<file path="src/inc/edp_map.svh">
/*
 Address map, field positions, widths and reset pattern of the PWM unit.
 Assumes byte addresses on an 8-bit Avalon-MM address; bits 7:6 pick the page.
*/
`ifndef EDP_MAP_SVH
`define EDP_MAP_SVH

`define EDP_CW 16
`define EDP_DW 12
`define EDP_NEV 6
`define EDP_RST_STATE '0

// Global page (address bits 7:6 = 0)
`define EDP_R_UPD 6'h00
`define EDP_R_CSYNC 6'h04
`define EDP_R_ENABLE 6'h08
`define EDP_R_INVERT 6'h0C
`define EDP_R_FAULT 6'h10
`define EDP_R_FINTEN 6'h14
`define EDP_R_STATUS 6'h18

// Generator page g sits at (g+1)*0x40
`define EDP_G_CTL 6'h00
`define EDP_G_EVEN 6'h04
`define EDP_G_LOAD 6'h08
`define EDP_G_COUNT 6'h0C
`define EDP_G_CMPA 6'h10
`define EDP_G_CMPB 6'h14
`define EDP_G_ACTA 6'h18
`define EDP_G_ACTB 6'h1C
`define EDP_G_DBCTL 6'h20
`define EDP_G_DBRISE 6'h24
`define EDP_G_DBFALL 6'h28

`define EDP_CTL_RUN 0
`define EDP_CTL_MODE 1
`define EDP_CTL_STALL 2
`define EDP_CTL_LDSYNC 3
`define EDP_CTL_CMPSYNC 4
`define EDP_CTL_W 5

`define EDP_EV_ZERO 0
`define EDP_EV_LOAD 1
`define EDP_EV_AUP 2
`define EDP_EV_ADN 3
`define EDP_EV_BUP 4
`define EDP_EV_BDN 5
`define EDP_TRG_LSB 8
`define EDP_STAT_FAULT 8
`define EDP_STAT_DIR 16

`endif

</file>
<file path="src/inc/edp_pkg.sv">
/*
 Types and small helpers shared by the PWM unit.
 Assumes edp_map.svh is on the include path.
*/
`include "edp_map.svh"
package edp_pkg;

   typedef enum logic [1:0] {
      EDP_ACT_KEEP = 2'b00,
      EDP_ACT_TOGGLE = 2'b01,
      EDP_ACT_LOW = 2'b10,
      EDP_ACT_HIGH = 2'b11
   } edp_act_t;

   typedef struct packed {
      logic [7:0] address;
      logic read;
      logic write;
      logic [31:0] writedata;
      logic [3:0] byteenable;
   } edp_avs_req_t;

   typedef struct packed {
      logic en;
      logic [`EDP_DW-1:0] rise;
      logic [`EDP_DW-1:0] fall;
   } edp_db_cfg_t;

   typedef struct packed {
      logic [`EDP_DW-1:0] hi_cnt;
      logic [`EDP_DW-1:0] lo_cnt;
      logic out_a;
      logic out_b;
   } edp_db_t;

   typedef struct packed {
      logic [`EDP_CW-1:0] cnt;
      logic dir;
      logic halt;
      logic [`EDP_CW-1:0] ld;
      logic [`EDP_CW-1:0] ld_sh;
      logic [`EDP_CW-1:0] ca;
      logic [`EDP_CW-1:0] ca_sh;
      logic [`EDP_CW-1:0] cb;
      logic [`EDP_CW-1:0] cb_sh;
      logic [`EDP_CTL_W-1:0] ctl;
      logic [`EDP_NEV-1:0] int_en;
      logic [`EDP_NEV-1:0] trg_en;
      logic [2*`EDP_NEV-1:0] act_a;
      logic [2*`EDP_NEV-1:0] act_b;
      edp_db_cfg_t db;
      logic sa;
      logic sb;
      logic gupd;
      logic csync;
      logic irq;
      logic trg;
   } edp_gen_t;

   function automatic logic edp_apply(input logic cur, input edp_act_t act);
      logic r;
      r = cur;
      unique case (act)
         EDP_ACT_KEEP: r = cur;
         EDP_ACT_TOGGLE: r = ~cur;
         EDP_ACT_LOW: r = 1'b0;
         EDP_ACT_HIGH: r = 1'b1;
      endcase
      return r;
   endfunction : edp_apply

   function automatic logic [31:0] edp_merge(input logic [31:0] old, input logic [31:0] wd,
                                             input logic [3:0] be);
      logic [31:0] r;
      r = old;
      for (int i = 0; i < 4; i++) begin
         if (be[i]) begin
            r[8*i +: 8] = wd[8*i +: 8];
         end
      end
      return r;
   endfunction : edp_merge

endpackage : edp_pkg

</file>
<file path="src/rtl/edp_pwm.sv">
/*
 PWM unit: NGEN event-driven generators with dead-band, interrupt and
 ADC-trigger selection, buffered updates, counter sync, fault and stall
 handling, output gating and inversion, behind an Avalon-MM slave.
 Assumes FAULT and DBG_STALL are synchronous to CLK_SYS; NGEN is at most 3.
*/
// Summary of operation
// - Down mode runs load to zero and reloads; up/down climbs to load and back.
// - One-cycle pulses at zero and load; in down mode load follows zero.
// - A compare value above the load value never matches.
// - Down mode acts on zero, load, match A down, match B down.
// - Up/down mode acts on zero, load, and both matches in each direction.
// - Matches coinciding with zero or load are ignored by the outputs.
// - On a double match, output A uses only A, output B only B.
// - Each event per output may keep, toggle, drive low or drive high.
// - Dead-band off passes both generator outputs unchanged.
// - Dead-band on drops B; output A is input with delayed rise.
// - Dead-band output B is inverted input, rising late after input falls.
// - Any chosen event set raises the generator interrupt.
// - A separate chosen event set pulses the ADC trigger.
// - Interrupt and trigger use raw events, not dead-band edges.
// - Chosen counters are cleared together in one cycle.
// - Counter-reset bits clear the counter to zero and self-clear.
// - Immediate mode applies new load and compare at next zero.
// - Sync mode holds new values until global update, then next zero.
// - Update mode is chosen per generator for load and compare.
// - Each pin has a fault enable forcing it inactive on fault.
// - An active fault can raise an interrupt.
// - On stall a generator keeps running or runs to zero and halts.
// - A stall never raises an interrupt.
// - Each pin has an enable; all change in one register write.
// - Each pin may be inverted to active low.
`timescale 1ns/1ns
`include "edp_map.svh"
module edp_pwm
   import edp_pkg::*;
#(
   parameter int NGEN = 3
)
(
   input wire logic CLK_SYS,
   input wire logic RST,
   input edp_avs_req_t AVS_REQ,
   output logic [31:0] AVS_READDATA,
   output logic AVS_WAITREQUEST,
   input wire logic FAULT,
   input wire logic DBG_STALL,
   output logic [2*NGEN-1:0] PWM_OUT,
   output logic [NGEN-1:0] GEN_INT,
   output logic [NGEN-1:0] ADC_TRIG,
   output logic FAULT_INT
);

   localparam int NP = 2 * NGEN;

   typedef struct packed {
      edp_gen_t [NGEN-1:0] g;
      logic [NP-1:0] out_en;
      logic [NP-1:0] inv;
      logic [NP-1:0] flt_en;
      logic flt_int_en;
      logic [NP-1:0] pins;
      logic flt_int;
      logic rd_ack;
      logic [31:0] rd_data;
   } edp_top_t;

   edp_top_t s_ff;
   edp_top_t nxt_s;
   logic [NP-1:0] db_sig;

   function automatic logic edp_in_page(input logic [7:0] addr, input int pg);
      return addr[7:6] == 2'(pg);
   endfunction : edp_in_page

   // Dead-band stages see registered generator outputs
   for (genvar i = 0; i < NGEN; i++) begin : g_db
      edp_deadband u_db (
         .clk_sys(CLK_SYS),
         .rst(RST),
         .cfg(s_ff.g[i].db),
         .in_a(s_ff.g[i].sa),
         .in_b(s_ff.g[i].sb),
         .out_a(db_sig[2*i]),
         .out_b(db_sig[2*i+1])
      );
      assign GEN_INT[i] = s_ff.g[i].irq;
      assign ADC_TRIG[i] = s_ff.g[i].trg;
   end

   always_comb begin
      logic [31:0] rv;
      logic [31:0] wv;
      logic [5:0] lo;
      logic wr;
      edp_gen_t gs;
      logic run;
      logic updn;
      logic adv;
      logic stop_now;
      logic z;
      logic l;
      logic ma;
      logic mb;
      logic mq;
      logic [`EDP_NEV-1:0] ev;
      logic [`EDP_NEV-1:0] ev_a;
      logic [`EDP_NEV-1:0] ev_b;
      logic va;
      logic vb;
      rv = 32'h0000_0000;
      wv = 32'h0000_0000;
      lo = AVS_REQ.address[5:0];
      wr = AVS_REQ.write;
      gs = s_ff.g[0];
      run = 1'b0;
      updn = 1'b0;
      adv = 1'b0;
      stop_now = 1'b0;
      z = 1'b0;
      l = 1'b0;
      ma = 1'b0;
      mb = 1'b0;
      mq = 1'b0;
      ev = '0;
      ev_a = '0;
      ev_b = '0;
      va = 1'b0;
      vb = 1'b0;
      nxt_s = s_ff;

      // Read mux; unmapped addresses read zero
      if (edp_in_page(AVS_REQ.address, 0)) begin
         case (lo)
            `EDP_R_UPD: begin
               for (int g = 0; g < NGEN; g++) begin
                  rv[g] = s_ff.g[g].gupd;
               end
            end
            `EDP_R_CSYNC: begin
               for (int g = 0; g < NGEN; g++) begin
                  rv[g] = s_ff.g[g].csync;
               end
            end
            `EDP_R_ENABLE: rv[NP-1:0] = s_ff.out_en;
            `EDP_R_INVERT: rv[NP-1:0] = s_ff.inv;
            `EDP_R_FAULT: rv[NP-1:0] = s_ff.flt_en;
            `EDP_R_FINTEN: rv[0] = s_ff.flt_int_en;
            `EDP_R_STATUS: begin
               rv[`EDP_STAT_FAULT] = FAULT;
               for (int g = 0; g < NGEN; g++) begin
                  rv[g] = s_ff.g[g].halt;
                  rv[`EDP_STAT_DIR + g] = s_ff.g[g].dir;
               end
            end
            default: rv = 32'h0000_0000;
         endcase
      end
      for (int g = 0; g < NGEN; g++) begin
         if (edp_in_page(AVS_REQ.address, g + 1)) begin
            gs = s_ff.g[g];
            case (lo)
               `EDP_G_CTL: rv[`EDP_CTL_W-1:0] = gs.ctl;
               `EDP_G_EVEN: rv = {16'h0000, 2'b00, gs.trg_en, 2'b00, gs.int_en};
               `EDP_G_LOAD: rv[`EDP_CW-1:0] = gs.ld_sh;
               `EDP_G_COUNT: rv[`EDP_CW-1:0] = gs.cnt;
               `EDP_G_CMPA: rv[`EDP_CW-1:0] = gs.ca_sh;
               `EDP_G_CMPB: rv[`EDP_CW-1:0] = gs.cb_sh;
               `EDP_G_ACTA: rv[2*`EDP_NEV-1:0] = gs.act_a;
               `EDP_G_ACTB: rv[2*`EDP_NEV-1:0] = gs.act_b;
               `EDP_G_DBCTL: rv[0] = gs.db.en;
               `EDP_G_DBRISE: rv[`EDP_DW-1:0] = gs.db.rise;
               `EDP_G_DBFALL: rv[`EDP_DW-1:0] = gs.db.fall;
               default: rv = 32'h0000_0000;
            endcase
         end
      end
      wv = edp_merge(rv, AVS_REQ.writedata, AVS_REQ.byteenable);

      // One wait state on reads so read data come from a flip-flop
      nxt_s.rd_ack = AVS_REQ.read && !s_ff.rd_ack;
      if (AVS_REQ.read && !s_ff.rd_ack) begin
         nxt_s.rd_data = rv;
      end

      // Generators
      for (int g = 0; g < NGEN; g++) begin
         gs = s_ff.g[g];
         run = gs.ctl[`EDP_CTL_RUN];
         updn = gs.ctl[`EDP_CTL_MODE];
         adv = run && !gs.halt;
         z = adv && (gs.cnt == '0);
         l = adv && (gs.cnt == gs.ld);
         ma = adv && (gs.cnt == gs.ca) && (gs.ca <= gs.ld);
         mb = adv && (gs.cnt == gs.cb) && (gs.cb <= gs.ld);
         mq = !(z || l);
         ev[`EDP_EV_ZERO] = z;
         ev[`EDP_EV_LOAD] = l;
         // Direction is always down in down mode, so the up events stay idle
         ev[`EDP_EV_AUP] = ma && mq && gs.dir;
         ev[`EDP_EV_ADN] = ma && mq && !gs.dir;
         ev[`EDP_EV_BUP] = mb && mq && gs.dir;
         ev[`EDP_EV_BDN] = mb && mq && !gs.dir;
         ev_a = ev;
         ev_b = ev;
         if (ma && mb) begin
            ev_a[`EDP_EV_BDN:`EDP_EV_BUP] = 2'b00;
            ev_b[`EDP_EV_ADN:`EDP_EV_AUP] = 2'b00;
         end
         va = gs.sa;
         vb = gs.sb;
         // Later events in the list win when several land in one cycle
         for (int e = 0; e < `EDP_NEV; e++) begin
            if (ev_a[e]) begin
               va = edp_apply(va, edp_act_t'(gs.act_a[2*e +: 2]));
            end
            if (ev_b[e]) begin
               vb = edp_apply(vb, edp_act_t'(gs.act_b[2*e +: 2]));
            end
         end
         nxt_s.g[g].sa = va;
         nxt_s.g[g].sb = vb;
         // Raw events only; stall and dead-band have no say here
         nxt_s.g[g].irq = |(ev & gs.int_en);
         nxt_s.g[g].trg = |(ev & gs.trg_en);

         // Buffered updates land at zero
         if (z) begin
            if (!gs.ctl[`EDP_CTL_LDSYNC] || gs.gupd) begin
               nxt_s.g[g].ld = gs.ld_sh;
            end
            if (!gs.ctl[`EDP_CTL_CMPSYNC] || gs.gupd) begin
               nxt_s.g[g].ca = gs.ca_sh;
               nxt_s.g[g].cb = gs.cb_sh;
            end
            nxt_s.g[g].gupd = 1'b0;
         end

         // Counter; halting on stall keeps it parked at zero
         stop_now = z && DBG_STALL && gs.ctl[`EDP_CTL_STALL];
         if (gs.halt) begin
            nxt_s.g[g].halt = DBG_STALL && run;
         end else begin
            nxt_s.g[g].halt = stop_now;
         end
         if (adv && !stop_now) begin
            if (!updn) begin
               nxt_s.g[g].dir = 1'b0;
               if (gs.cnt == '0) begin
                  nxt_s.g[g].cnt = nxt_s.g[g].ld;
               end else begin
                  nxt_s.g[g].cnt = `EDP_CW'(gs.cnt - 1'b1);
               end
            end else if (gs.dir) begin
               if (gs.cnt >= gs.ld) begin
                  nxt_s.g[g].dir = 1'b0;
                  nxt_s.g[g].cnt = (gs.cnt == '0) ? gs.cnt : `EDP_CW'(gs.cnt - 1'b1);
               end else begin
                  nxt_s.g[g].cnt = `EDP_CW'(gs.cnt + 1'b1);
               end
            end else begin
               if (gs.cnt == '0) begin
                  nxt_s.g[g].dir = 1'b1;
                  nxt_s.g[g].cnt = (nxt_s.g[g].ld == '0) ? gs.cnt : `EDP_CW'(1);
               end else begin
                  nxt_s.g[g].cnt = `EDP_CW'(gs.cnt - 1'b1);
               end
            end
         end
         if (gs.csync) begin
            nxt_s.g[g].cnt = '0;
            nxt_s.g[g].dir = updn;
            nxt_s.g[g].csync = 1'b0;
         end

         // Register writes come last so a set beats a same-cycle clear
         if (wr && edp_in_page(AVS_REQ.address, 0)) begin
            if (lo == `EDP_R_UPD && wv[g]) begin
               nxt_s.g[g].gupd = 1'b1;
            end
            if (lo == `EDP_R_CSYNC && wv[g]) begin
               nxt_s.g[g].csync = 1'b1;
            end
         end
         if (wr && edp_in_page(AVS_REQ.address, g + 1)) begin
            case (lo)
               `EDP_G_CTL: nxt_s.g[g].ctl = wv[`EDP_CTL_W-1:0];
               `EDP_G_EVEN: begin
                  nxt_s.g[g].int_en = wv[`EDP_NEV-1:0];
                  nxt_s.g[g].trg_en = wv[`EDP_TRG_LSB +: `EDP_NEV];
               end
               `EDP_G_LOAD: nxt_s.g[g].ld_sh = wv[`EDP_CW-1:0];
               `EDP_G_CMPA: nxt_s.g[g].ca_sh = wv[`EDP_CW-1:0];
               `EDP_G_CMPB: nxt_s.g[g].cb_sh = wv[`EDP_CW-1:0];
               `EDP_G_ACTA: nxt_s.g[g].act_a = wv[2*`EDP_NEV-1:0];
               `EDP_G_ACTB: nxt_s.g[g].act_b = wv[2*`EDP_NEV-1:0];
               `EDP_G_DBCTL: nxt_s.g[g].db.en = wv[0];
               `EDP_G_DBRISE: nxt_s.g[g].db.rise = wv[`EDP_DW-1:0];
               `EDP_G_DBFALL: nxt_s.g[g].db.fall = wv[`EDP_DW-1:0];
               default: nxt_s.g[g].ctl = gs.ctl;
            endcase
         end
      end

      // Global control writes
      if (wr && edp_in_page(AVS_REQ.address, 0)) begin
         case (lo)
            `EDP_R_ENABLE: nxt_s.out_en = wv[NP-1:0];
            `EDP_R_INVERT: nxt_s.inv = wv[NP-1:0];
            `EDP_R_FAULT: nxt_s.flt_en = wv[NP-1:0];
            `EDP_R_FINTEN: nxt_s.flt_int_en = wv[0];
            default: nxt_s.flt_int_en = s_ff.flt_int_en;
         endcase
      end

      // Output stage: fault forces the inactive level ahead of inversion
      for (int i = 0; i < NP; i++) begin
         nxt_s.pins[i] = (s_ff.out_en[i] && !(FAULT && s_ff.flt_en[i]) && db_sig[i])
                         ^ s_ff.inv[i];
      end
      nxt_s.flt_int = FAULT && s_ff.flt_int_en;
   end

   always_ff @(posedge CLK_SYS) begin
      if (RST) begin
         s_ff <= `EDP_RST_STATE;
      end else begin
         s_ff <= nxt_s;
      end
   end

   assign AVS_WAITREQUEST = AVS_REQ.read && !s_ff.rd_ack;
   assign AVS_READDATA = s_ff.rd_data;
   assign PWM_OUT = s_ff.pins;
   assign FAULT_INT = s_ff.flt_int;

endmodule : edp_pwm

</file>
<file path="src/rtl/edp_deadband.sv">
/*
 Dead-band stage of one generator: bypass or complementary pair with
 separate rising-edge delays, in clock cycles.
 Assumes inputs come from flip-flops on the same clock.
*/
`timescale 1ns/1ns
`include "edp_map.svh"
module edp_deadband
   import edp_pkg::*;
(
   input wire logic clk_sys,
   input wire logic rst,
   input edp_db_cfg_t cfg,
   input wire logic in_a,
   input wire logic in_b,
   output logic out_a,
   output logic out_b
);

   edp_db_t s_ff;
   edp_db_t nxt_s;

   always_comb begin
      nxt_s = s_ff;
      // Counters saturate so a long steady level never wraps into a false edge
      if (in_a) begin
         nxt_s.hi_cnt = (s_ff.hi_cnt == '1) ? s_ff.hi_cnt : `EDP_DW'(s_ff.hi_cnt + 1'b1);
         nxt_s.lo_cnt = '0;
      end else begin
         nxt_s.lo_cnt = (s_ff.lo_cnt == '1) ? s_ff.lo_cnt : `EDP_DW'(s_ff.lo_cnt + 1'b1);
         nxt_s.hi_cnt = '0;
      end
      if (cfg.en) begin
         nxt_s.out_a = in_a && (s_ff.hi_cnt >= cfg.rise);
         nxt_s.out_b = !in_a && (s_ff.lo_cnt >= cfg.fall);
      end else begin
         nxt_s.out_a = in_a;
         nxt_s.out_b = in_b;
      end
   end

   always_ff @(posedge clk_sys) begin
      if (rst) begin
         s_ff <= `EDP_RST_STATE;
      end else begin
         s_ff <= nxt_s;
      end
   end

   assign out_a = s_ff.out_a;
   assign out_b = s_ff.out_b;

endmodule : edp_deadband

</file>
<file path="config.mk">
export PLATFORM = sky130hd
export DESIGN_NAME = edp_pwm
export DESIGN_NICKNAME = d
export VERILOG_FILES = /design/src/inc/edp_pkg.sv /design/src/rtl/edp_pwm.sv /design/src/rtl/edp_deadband.sv
export VERILOG_INCLUDE_DIRS = /design/src /design/src/inc
export SDC_FILE = /design/constraint.sdc
export NUM_CORES = 2
export LEC_CHECK = 0
export BUFFER_PORTS_ARGS = -buffer_cell sky130_fd_sc_hd__buf_2
export CORE_UTILIZATION = 57
export DETAILED_ROUTE_END_ITERATION = 16
export PLACE_DENSITY = 0.82
export SYNTH_ARGS = -nofsm -noshare
export SYNTH_HDL_FRONTEND = slang
export SYNTH_HIERARCHICAL = 1
export SYNTH_SLANG_ARGS = --single-unit
</file>
<file path="constraint.sdc">
create_clock -name CLK_SYS -period 3.9 [get_ports CLK_SYS]
set_input_delay 0.78 -clock CLK_SYS [delete_from_list [all_inputs] [get_ports CLK_SYS]]
set_output_delay 0.78 -clock CLK_SYS [all_outputs]
set_load 0.05 [all_outputs]
</file>
==> summary.md <==
| Metric | Value |
|---|---|
| Status | `completed` |
| TritonCTS clock tree | `built` |
| Number of fill cells | `5703` |
| Asr flop ratio synth | `0%` |
| CTS H-Tree Depth | `3` |
| #FFs+latches synth | `682` |
| Clk slew on worst S/H paths | `0.06 ns` |
| Worst path max stage delay | `0.58 ns` |
| Hold crit path type | `reg -> reg` |
| Synth Instances | `5126` |
| Rows | `95` |
| Final net count | `5486` |
| Cell type with the largest total area after synthesis | `dfxtp_1` |
| Yosys cell types | `95` |
| Final setup vio count | `0` |
| Post-cts sizing count | `0` |
| Total number of vias | `40738` |
| Critical Path Source Type | `flip-flop` |
| # DRC | `0` |
| CTS root buf | `clkbuf_16` |
| Comb power frac | `4.4%` |
| Register area share after synthesis | `34.95%` |
| Synth Cell Area | `39060 sq um` |
| Post-CTS setup buffer count | `0` |
| CP Max Fanout | `8` |
| Starting Density | `57.85%` |
| Multi-input gate area | `23280 sq um` |
| # IOs | `96` |
| FF/Latch Area | `13650 sq um` |
| First-pass GRT wire length | `221900 microns` |
| Power Dens Cells | `344.3 nW/um^2` |
| Share of layout cells above drive strength 1 | `11.96%` |
| Worst-Skew Late Latency | `0.65 ns` |
| # Max-Cap Violations | `0` |
| EDFF count, synth | `0` |
| Vias in the first global route | `36860` |
| Final instance count without filler cells | `6146` |
| Final weighted congestion in routability-driven placement | `1.075` |
| Total CTS buffers | `76` |
| Min Clock Period, post-route | `3.824 ns` |
| Count of port buffers added during placement | `64` |
| DRT Pass-1 Iters | `14` |
| Crit Path Category | `reg -> reg` |
| Worst reg-to-reg path cell count | `13` |
| Peak VDD IR | `0.0003006 V` |
| DR iter-0 viols | `6669` |
| Crit path DAT | `4.38 ns` |
| Cells after DPL | `6000` |
| Sw frac | `23.83%` |
| GRT Residual Overflow | `0` |
| Largest net degree at the start of global routing | `168` |
| Mean Syn Cell Area | `7.620 sq um` |
| Period utilization | `98.05%` |
| Synth top area cells | `dfxtp_1 (35%), nand2_1 (10%), a21oi_1 (8.4%)` |
| Initial antenna violation count | `8` |
| Hold Path Stages | `2` |
| Top FF cell, synth | `dfxtp_1` |
| Via density per instance | `6.628` |
| NetSw | `3654 uW` |
| Power Internal | `11680 uW` |
| Final Max Slew Viols | `0` |
| Crit path cell chain | `inv_1 -> ha_2 -> or4b_4 -> or4_4 -> or2_4 -> a21oi_4 -> buf_12 -> mux2i_2 -> nand3_1 -> or4_4 -> o211a_2 -> o2111a_1 -> nor3_1` |
| Fin Clk Skew | `0.03652 ns` |
| Routed len/inst | `24.32 microns` |
| Rel. slew slack | `21.56%` |
| Worst setup EP type | `flip-flop` |
| Syn-to-layout area delta | `14.01%` |
| Critical path required time | `4.45 ns` |
| Post-route ant nets | `0` |
| Share of power burned in registers | `45.7%` |
| Most frequent cell on the critical path | `or4_4` |
| Measured slew at the worst slew-check pin | `1.177 ns` |
| Die Footprint | `69580 sq um` |
| Fin. Hold Viols | `0` |
| Clock network power share | `49.9%` |
| Core area | `67510 sq um` |
| Clock sinks | `682` |
| Post-DP HPWL | `108900 microns` |
| Final Core Density | `65.96%` |
| Setup slack, reg-to-reg | `0.08 ns` |
| Yosys top cell area share | `34.95%` |
| Leading cell type in the layout, fill and taps excluded | `nand2_1` |
| Cts-stage hold buffer count | `0` |
| Commonest non-fill, non-tap cells in the layout | `nand2_1 (1064), dfxtp_1 (682), a21oi_1 (653), nor2_1 (343), buf_4 (282)` |
| F_max | `261.5 MHz` |
| DRT Wirelength | `149500 microns` |
| Cell at the slowest stage of the critical path | `or4_4` |
| Leak pwr | `0.01679 uW` |
| Clock buffer depth | `3` |
| Worst hold slack | `0.4606 ns` |
| Chip width | `263.8 microns` |
| Die Ht | `263.8 microns` |
| YS warnings | `6` |
| Total GRT Usage | `41.23%` |
==> cell usage after synthesis (all sizes together), types with 10 or more instances <==
library cell,count
a22o,17
xor2,94
nand4,77
o21ai,130
nand2,1064
nand3,150
o21a,14
or3,32
nor3b,10
and4,15
a31oi,45
or4,20
mux2,29
xnor2,74
inv,180
o31ai,20
buf,90
nand2b,29
a222oi,70
nor2b,32
a22oi,66
a21o,42
o211ai,21
a21oi,658
and3,41
a221oi,31
nor2,348
a211o,10
o22ai,13
mux2i,101
ha,228
clkbuf,302
dfxtp,682
a211oi,55
or2,20
and2,23
nor3,114
nor4,44
==> power by group through the flow <==
stage | combinational (uW) | clock [uW] | sequential [uW]
5_1_grt | 696 | 7930 | 7010
4_1_cts | 649 | 7640 | 7010
3_3_place_gp | 642 | 0 | 7160
6_report | 680 | 7640 | 7010
2_1_floorplan | 382 | 0 | 7160
3_5_place_dp | 648 | 0 | 7160
==> worst max-delay path: cells and delay by family (launching register included) <==
kind / cells / cell delay, ns
multiplexers: 1 / 0.24
flip-flops: 1 / 0.31
AND/OR/NAND/NOR: 6 / 2.07
adder cells (fa/ha/maj): 1 / 0.17
buffers and inverters: 2 / 0.27
AO/OA/AOI/OAI: 3 / 0.64
==> per-layer routing <==
metal | part of all wire (%) | wire, microns | track usage (%)
met1 | 38 | 56120 | 53.94
met2 | 41 | 61220 | 60.03
met3 | 14 | 21240 | 11.59
met4 | 7.2 | 10830 | 25.13
met5 | 0.037 | 56 | 0
==> worst paths after layout <==
path                                                    start                       endpoint
worst min register to register  AVS_READDATA[16]$_SDFFE_PP0P_  AVS_READDATA[16]$_SDFFE_PP0P_
worst max register to register         s_ff[415]$_SDFFE_PP0P_         s_ff[430]$_SDFFE_PP0P_
worst min-delay path            AVS_READDATA[16]$_SDFFE_PP0P_  AVS_READDATA[16]$_SDFFE_PP0P_
worst max-delay path                   s_ff[415]$_SDFFE_PP0P_         s_ff[430]$_SDFFE_PP0P_
==> cell families after synthesis <==
family / count (synthesis) / synth area share, %
compound gates: 1297 / 20.85
flops: 682 / 34.95
buf+inv: 573 / 6.061
mux: 130 / 3.424
fa+ha+maj: 228 / 7.303
other cells: 1 / 0.009601
xor+xnor: 168 / 3.767
simple gates: 2047 / 23.63
==> stage by stage <==
stage	TNS, ns	total power [uW]	cell area (sq um)	worst slack [ns]
floorplan	0	7539	39120	0.003341
global placement	-5.563	7804	41750	-0.2570
detailed placement	-5.587	7811	41750	-0.2625
CTS	0	15300	44400	0.004380
global route	-0.06002	15630	44520	-0.03714
finish	0	15330	44530	0.07587
==> final cells by class <==
class	instances	share of cell area (%)
diodes	5	0.02810
multi-input cells	3885	52.28
flip-flops and latches	682	30.66
inverters	181	1.526
repair buffers	382	7.125
well taps	873	2.453
clock buffers	104	4.939
clock inverters	34	0.9918
==> sequential cells by signal (all words and copies together) (netlist names) <==
register	count
s_ff	572
g_db.u_db/s_ff	72
AVS_READDATA	19
PWM_OUT	6
ADC_TRIG	3
GEN_INT	3
g_db.u_db/out_a	3
g_db.u_db/out_b	3
FAULT_INT	1
No activity file was read; power rests on OpenSTA's default activity.
